$ cat src/core/isr_pkg.sv
// constants and types for the status reporting block
package isr_pkg;

  localparam int ISR_ADDR_W = 3;
  localparam int ISR_DATA_W = 8;

  // register offsets
  localparam logic [2:0] ISR_OFS_STATUS_BYTE = 3'h0;
  localparam logic [2:0] ISR_OFS_STD_EVENT = 3'h1;
  localparam logic [2:0] ISR_OFS_STD_ENABLE = 3'h2;
  localparam logic [2:0] ISR_OFS_OPER_EVENT = 3'h3;
  localparam logic [2:0] ISR_OFS_OPER_COND = 3'h4;
  localparam logic [2:0] ISR_OFS_OPER_ENABLE = 3'h5;
  localparam logic [2:0] ISR_OFS_SRQ_ENABLE = 3'h6;
  localparam logic [2:0] ISR_OFS_CLEAR_STATUS = 3'h7;

  // standard event bit positions
  localparam int ISR_STD_POWER_ON = 7;
  localparam int ISR_STD_COMMAND_ERR = 5;
  localparam int ISR_STD_EXECUTION_ERR = 4;
  localparam int ISR_STD_QUERY_ERR = 2;
  localparam int ISR_STD_OP_COMPLETE = 0;
  localparam logic [7:0] ISR_STD_USED_MASK = 8'hB5;

  // operation event bit positions
  localparam int ISR_OPR_COMM_ERR = 7;
  localparam int ISR_OPR_CAL_ERR = 6;
  localparam int ISR_OPR_AUTOTUNE_IDLE = 5;
  localparam int ISR_OPR_NEW_READING = 4;
  localparam int ISR_OPR_LOOP_ONE_RAMP = 3;
  localparam int ISR_OPR_LOOP_TWO_RAMP = 2;
  localparam int ISR_OPR_OVERLOAD = 1;
  localparam int ISR_OPR_ALARM = 0;
  localparam logic [7:0] ISR_OPR_USED_MASK = 8'hFF;

  // status byte bit positions
  localparam int ISR_STB_OPERATION_SUMMARY = 7;
  localparam int ISR_STB_MASTER_SUMMARY = 6;
  localparam int ISR_STB_STD_EVENT_SUMMARY = 5;
  localparam int ISR_STB_MESSAGE_AVAILABLE = 4;
  localparam logic [7:0] ISR_SRE_USED_MASK = 8'hB0;

  localparam logic [7:0] ISR_RESET_BYTE = 8'h00;

  typedef struct packed {
    logic [7:0] std_enable_r;
    logic [7:0] oper_enable_r;
    logic [7:0] srq_enable_r;
    logic [7:0] std_event_r;
    logic [7:0] oper_event_r;
    logic [7:0] rdata_r;
    logic [7:0] response_r;
    logic message_avail_r;
    logic power_on_done_r;
    logic mss_prev_r;
    logic request_service_r;
    logic talk_meta_r;
    logic talk_sync_r;
    logic talk_prev_r;
    logic resp_valid_r;
  } isr_state_type;

endpackage

$ cat src/core/isr_status.sv
// status byte, event register sets and service request logic
`timescale 1ns/1ns
`default_nettype none

////////////////////////////////////////////////////////////////////////////////
// Notes on behaviour
// host terminates messages; one strobe is one message
// read strobe is a query; write is command
// query alone sends nothing; talk address sends
// only the latest query response is kept
// condition register is live, unlatched, read-only
// standard set lacks condition; operation has all
// set event bit ignores repeated events
// event bits clear by query or clear-status
// summary is OR of event AND enable
// status byte is combinational, not writable
// enabled summaries OR into master; raise request
// status byte query shows master summary bit
// queries return weighted 8-bit values
// only enable registers take writes
// writing zero clears an enable register
// standard event query reads and clears
// clear-status clears all event registers
// exactly two sets feed the status byte
// standard bits: 7,5,4,2,0 positions
// status bits: 7,6,5,4 positions
// serial poll drops request, master stays
// operation event bits fill positions 7..0
// reset clears all; unused bits read zero
// request rises only on master low-to-high
module isr_status
  import isr_pkg::*;
(
  input wire logic SYS_CLK,
  input wire logic RESETN,
  input wire logic [ISR_ADDR_W-1:0] ADDR,
  input wire logic [ISR_DATA_W-1:0] WDATA,
  input wire logic WR,
  input wire logic RD,
  output logic [ISR_DATA_W-1:0] RDATA,
  input wire logic [7:0] STD_EVENT_IN,
  input wire logic [7:0] OPER_COND_IN,
  input wire logic SERIAL_POLL,
  input wire logic TALK_ADDRESSED,
  output logic [ISR_DATA_W-1:0] RESP_DATA,
  output logic RESP_VALID,
  output logic SRQ
);

  ////////////////////////////////////////////////////////////////////////////////
  isr_state_type st_r;
  isr_state_type st_nxt;
  logic [7:0] oper_cond;
  logic std_summary;
  logic oper_summary;
  logic master_summary;
  logic [7:0] status_byte;
  logic [7:0] query_value;
  logic query_mapped;
  logic std_read_clear;
  logic oper_read_clear;
  logic clear_status;
  logic talk_rise;

  // condition register follows its inputs with no storage
  assign oper_cond = OPER_COND_IN & ISR_OPR_USED_MASK;

  // only two sets summarise into the byte
  assign std_summary = |(st_r.std_event_r & st_r.std_enable_r);
  assign oper_summary = |(st_r.oper_event_r & st_r.oper_enable_r);

  // message available counts as a summary for the request too
  always_comb begin
    status_byte = ISR_RESET_BYTE;
    status_byte[ISR_STB_OPERATION_SUMMARY] = oper_summary;
    status_byte[ISR_STB_STD_EVENT_SUMMARY] = std_summary;
    status_byte[ISR_STB_MESSAGE_AVAILABLE] = st_r.message_avail_r;
  end
  assign master_summary = |(status_byte & st_r.srq_enable_r);

  assign clear_status = WR && (ADDR == ISR_OFS_CLEAR_STATUS);
  assign std_read_clear = RD && (ADDR == ISR_OFS_STD_EVENT);
  assign oper_read_clear = RD && (ADDR == ISR_OFS_OPER_EVENT);
  assign talk_rise = st_r.talk_sync_r && !st_r.talk_prev_r;

  // query decode; weighting is plain binary so value equals the sum
  always_comb begin
    query_value = ISR_RESET_BYTE;
    query_mapped = 1'b1;
    unique case (ADDR)
      ISR_OFS_STATUS_BYTE: begin
        query_value = status_byte;
        query_value[ISR_STB_MASTER_SUMMARY] = master_summary;
      end
      ISR_OFS_STD_EVENT: query_value = st_r.std_event_r;
      ISR_OFS_STD_ENABLE: query_value = st_r.std_enable_r;
      ISR_OFS_OPER_EVENT: query_value = st_r.oper_event_r;
      ISR_OFS_OPER_COND: query_value = oper_cond;
      ISR_OFS_OPER_ENABLE: query_value = st_r.oper_enable_r;
      ISR_OFS_SRQ_ENABLE: query_value = st_r.srq_enable_r;
      default: query_mapped = 1'b0;
    endcase
  end

  ////////////////////////////////////////////////////////////////////////////////
  always_comb begin
    st_nxt = st_r;
    st_nxt.resp_valid_r = 1'b0;
    st_nxt.rdata_r = ISR_RESET_BYTE;

    // talk address is a pin: two flops before use
    st_nxt.talk_meta_r = TALK_ADDRESSED;
    st_nxt.talk_sync_r = st_r.talk_meta_r;
    st_nxt.talk_prev_r = st_r.talk_sync_r;

    // enable registers are the only writable state
    if (WR) begin
      unique case (ADDR)
        ISR_OFS_STD_ENABLE: st_nxt.std_enable_r = WDATA & ISR_STD_USED_MASK;
        ISR_OFS_OPER_ENABLE: st_nxt.oper_enable_r = WDATA & ISR_OPR_USED_MASK;
        ISR_OFS_SRQ_ENABLE: st_nxt.srq_enable_r = WDATA & ISR_SRE_USED_MASK;
        default: begin
        end
      endcase
    end

    // event registers: clear first, then new events set, so set wins
    if (clear_status || std_read_clear) begin
      st_nxt.std_event_r = ISR_RESET_BYTE;
    end
    if (clear_status || oper_read_clear) begin
      st_nxt.oper_event_r = ISR_RESET_BYTE;
    end
    st_nxt.std_event_r = st_nxt.std_event_r | (STD_EVENT_IN & ISR_STD_USED_MASK);
    st_nxt.oper_event_r = st_nxt.oper_event_r | oper_cond;

    // power-on event fires once, the cycle after reset release
    st_nxt.power_on_done_r = 1'b1;
    if (!st_r.power_on_done_r) begin
      st_nxt.std_event_r[ISR_STD_POWER_ON] = 1'b1;
    end

    // bus answer plus a pending response; a newer query overwrites it
    if (RD) begin
      st_nxt.rdata_r = query_value;
      if (query_mapped) begin
        st_nxt.response_r = query_value;
        st_nxt.message_avail_r = 1'b1;
      end
    end

    // response goes out only when addressed as talker
    if (talk_rise && st_r.message_avail_r) begin
      st_nxt.resp_valid_r = 1'b1;
      if (!(RD && query_mapped)) begin
        st_nxt.message_avail_r = 1'b0;
      end
    end

    // request line: raised on a rising master bit, dropped by a poll
    st_nxt.mss_prev_r = master_summary;
    if (SERIAL_POLL) begin
      st_nxt.request_service_r = 1'b0;
    end
    if (master_summary && !st_r.mss_prev_r) begin
      st_nxt.request_service_r = 1'b1;
    end
  end

  // all state clears at reset; power-on bit follows one cycle later
  always_ff @(posedge SYS_CLK) begin
    if (!RESETN) begin
      st_r <= '0;
    end else begin
      st_r <= st_nxt;
    end
  end

  assign RDATA = st_r.rdata_r;
  assign RESP_DATA = st_r.response_r;
  assign RESP_VALID = st_r.resp_valid_r;
  assign SRQ = st_r.request_service_r;

endmodule

`default_nettype wire

$ cat config.mk
export PLATFORM = sky130hd
export DESIGN_NAME = isr_status
export DESIGN_NICKNAME = d
export VERILOG_FILES = /design/src/core/isr_pkg.sv /design/src/core/isr_status.sv
export SDC_FILE = /design/constraint.sdc
export NUM_CORES = 1
export LEC_CHECK = 0
export ABC_AREA = 1
export BUFFER_PORTS_ARGS = -buffer_cell sky130_fd_sc_hd__buf_2
export CORE_MARGIN = 8
export CORE_UTILIZATION = 41
export DETAILED_ROUTE_END_ITERATION = 8
export MAX_ROUTING_LAYER = met4
export PLACE_DENSITY_LB_ADDON = 0.12
export REMOVE_ABC_BUFFERS = 1
export SETUP_SLACK_MARGIN = 0.02
export SLEW_MARGIN = 0
export SYNTH_ARGS = -nofsm -noshare
export SYNTH_HDL_FRONTEND = slang
export SYNTH_SLANG_ARGS = --single-unit
$ cat constraint.sdc
create_clock -name SYS_CLK -period 1.7 [get_ports SYS_CLK]
set_clock_uncertainty 0.2 [all_clocks]
set_input_delay 0.17 -clock SYS_CLK [delete_from_list [all_inputs] [get_ports SYS_CLK]]
set_output_delay 0.17 -clock SYS_CLK [all_outputs]
set_load 0.01 [all_outputs]
==> reports/metrics.cfg <==
[run_status]
outcome=finished, final reports clean

[finish]
antennaDiodeCount=0
syn_to_final_growth_pct=24.4
utilization_pct=52.2
layout_common_cells=nand2_1 (82), dfxtp_1 (53), buf_2 (47)
nets=403
final_cell_area_um2=2840
final_common_cell=nand2_1
drive_gt1_share_pct=19.9
finalNonFillerCells=443

[placement]
placed_area_um2=2490
gp_congestion=0.836
dp_hpwl_mm=4.18
port_buffers=47
dp_cells=410

[clock_network]
cts_max_level=2
cts_made_buffers=5
clk_latency_ns=0.31
clkSlewWorstSetupHoldPaths_ns=0.09
cts_tree=done
root_buffer=clkbuf_8
cts_buffer_depth=2
cts_sinks=53

[routing]
post_drt_wl_per_cell_um=12.7
wl_met3_um=303
drcViolationCount=0
dr_wl_met2_mm=2.64
num_vias=2027
drt_iter0_drc=83
ant_nets=0
dr.pass1.iters=4
met1_length_mm=2.60
wl_mm=5.61
dr.max_layer_used=met4
routed_via_density=4.58

[critical_path]
worstPathMaxFanout=9
cp-start-kind=primary input
cp-end-kind=flip-flop
required_ns=1.71
crit_type=in -> reg
ff2ff_path_depth=8
arrival_ns=1.51

[floorplanning]
io_pins=51
rows=27
die-area_um2=8220
die_height_um=90.7
die_x_um=90.7
core_area_um2=5440
initial_core_util_pct=42.0

[global_routing]
grt_pass1_vias=2060
grt_pass1_wl_mm=9.43
grt-ovfl-total=0
antenna_found_initial=0
grt_max_degree=17
track_usage_pct=14.4

[synthesis]
yosysWarnings=0
yosysSeqAreaShare_pct=46.4
avgSynthCellArea_um2=7.42
synthTopCellsByArea=dfxtp_1 (46%), nand2_1 (13%), inv_1 (7.6%), a21oi_1 (6.4%), buf_4 (5.6%)
synth_cells=308
netlist.area_leader.share_pct=46.4
syn_area_um2=2280
synth_top_area_cell=dfxtp_1
ys_seq_elements=53
synthDistinctLibCells=23

[power_and_ir_drop]
cellPowerDensity_nw_per_um2=843
report.power.total_uw=2390
p_leak_uw=0.00144
vdd_drop_max_mv=0.406

[timing]
worst_pin_slew_ns=0.373
max_slew_margin_pct=75.1
fmax_ghz=0.665
period_needed_ns=1.50
slew_viol_final=0
setup-tns-final_ns=0
finalCritPeriodShare_pct=88.5
rsz0062_at_grt=no
hold_viol=0
setup_viol=0

[run]
drv_cap=0

[hold_path]
worstHoldPathCells=3
hp-class=in -> reg

per-stage QoR:
step	hold WS, ns	worst slack, ns
global placement	0.151	0.180
floorplan	-0.00228	0.485
finish	0.0140	0.196
detailed placement	0.159	0.166
CTS	0.00552	0.0801
global route	0.0162	0.0720
layer usage:
layer / global-route usage (%) / vias up
li1: - / 1076
met1: 16.1 / 904
met2: 23.4 / 40
met3: 4.74 / 7
met4: 4.99 / 0
met5: - / -
power by group:
group          leakage, uW  internal [uW]  switching [uW]
combinational     0.000948            132             164
sequential        0.000435           1300            29.8
clock            0.0000542            369             402
total              0.00144           1800             596
path summary, 6_finish.rpt:
path	from	to	slack, ns
setup reg to reg	st_r[34]	RESP_DATA[6]	0.20
hold / removal	WDATA[7]	st_r[63]	0.01
setup / recovery	RESETN	st_nxt[2]	0.20
hold reg to reg	st_nxt[2]	st_nxt[1]	0.22
worst max-delay path, cell delays in order:
cell	delay [ns]
dlygate4sd3_1	0.53
buf_2	0.18
nand2_1	0.06
dlygate4sd3_1	0.54
inv_1	0.03
registers in the layout, summed over array words and instances (netlist names):
name,cells
RDATA,8
RESP_DATA,8
RESP_VALID,1
SRQ,1
st_nxt,2
st_r,33
area by class of cell:
type	instances	area [um^2]
clock buffer	7	96.3
clock inverter	1	5.00
fill	571	2600
inverter	52	195
multi-input combinational	182	878
sequential	53	1060
tap	72	90.1
timing repair buffer	76	515
synth_stat cells:
master and count:
a31oi_1 1, nand3b_1 3, nor2_1 15, o21ai_1 5, nand4_1 1, nor3_1 1
o22ai_1 8, o21ai_0 20, nand3_2 3, o221ai_1 2, nand3_1 6, clkbuf_1 3
a21oi_4 2, nand2_1 82, inv_2 6, dfxtp_1 53, nor2_4 2, inv_1 46
a21oi_1 29, o211ai_1 1, clkbuf_8 1, buf_4 17, nand2_4 1
kinds of logic (layout without fill, tap and decap cells):
logic type	after synthesis	after routing	share of synthesized area (%)
buf+inv	73	136	15.2
compound gates	68	68	16.8
flops	53	53	46.4
simple gates	114	114	21.5
repair_timing:
item                                    in CTS  in global routing
hold buffers                                25                  0
endpoints found under the setup margin       0                 11
gates resized for setup                      0                  1
setup buffers                                0                  0
hold endpoints to repair                    33                  0
No activity file was read; power rests on OpenSTA's default activity.
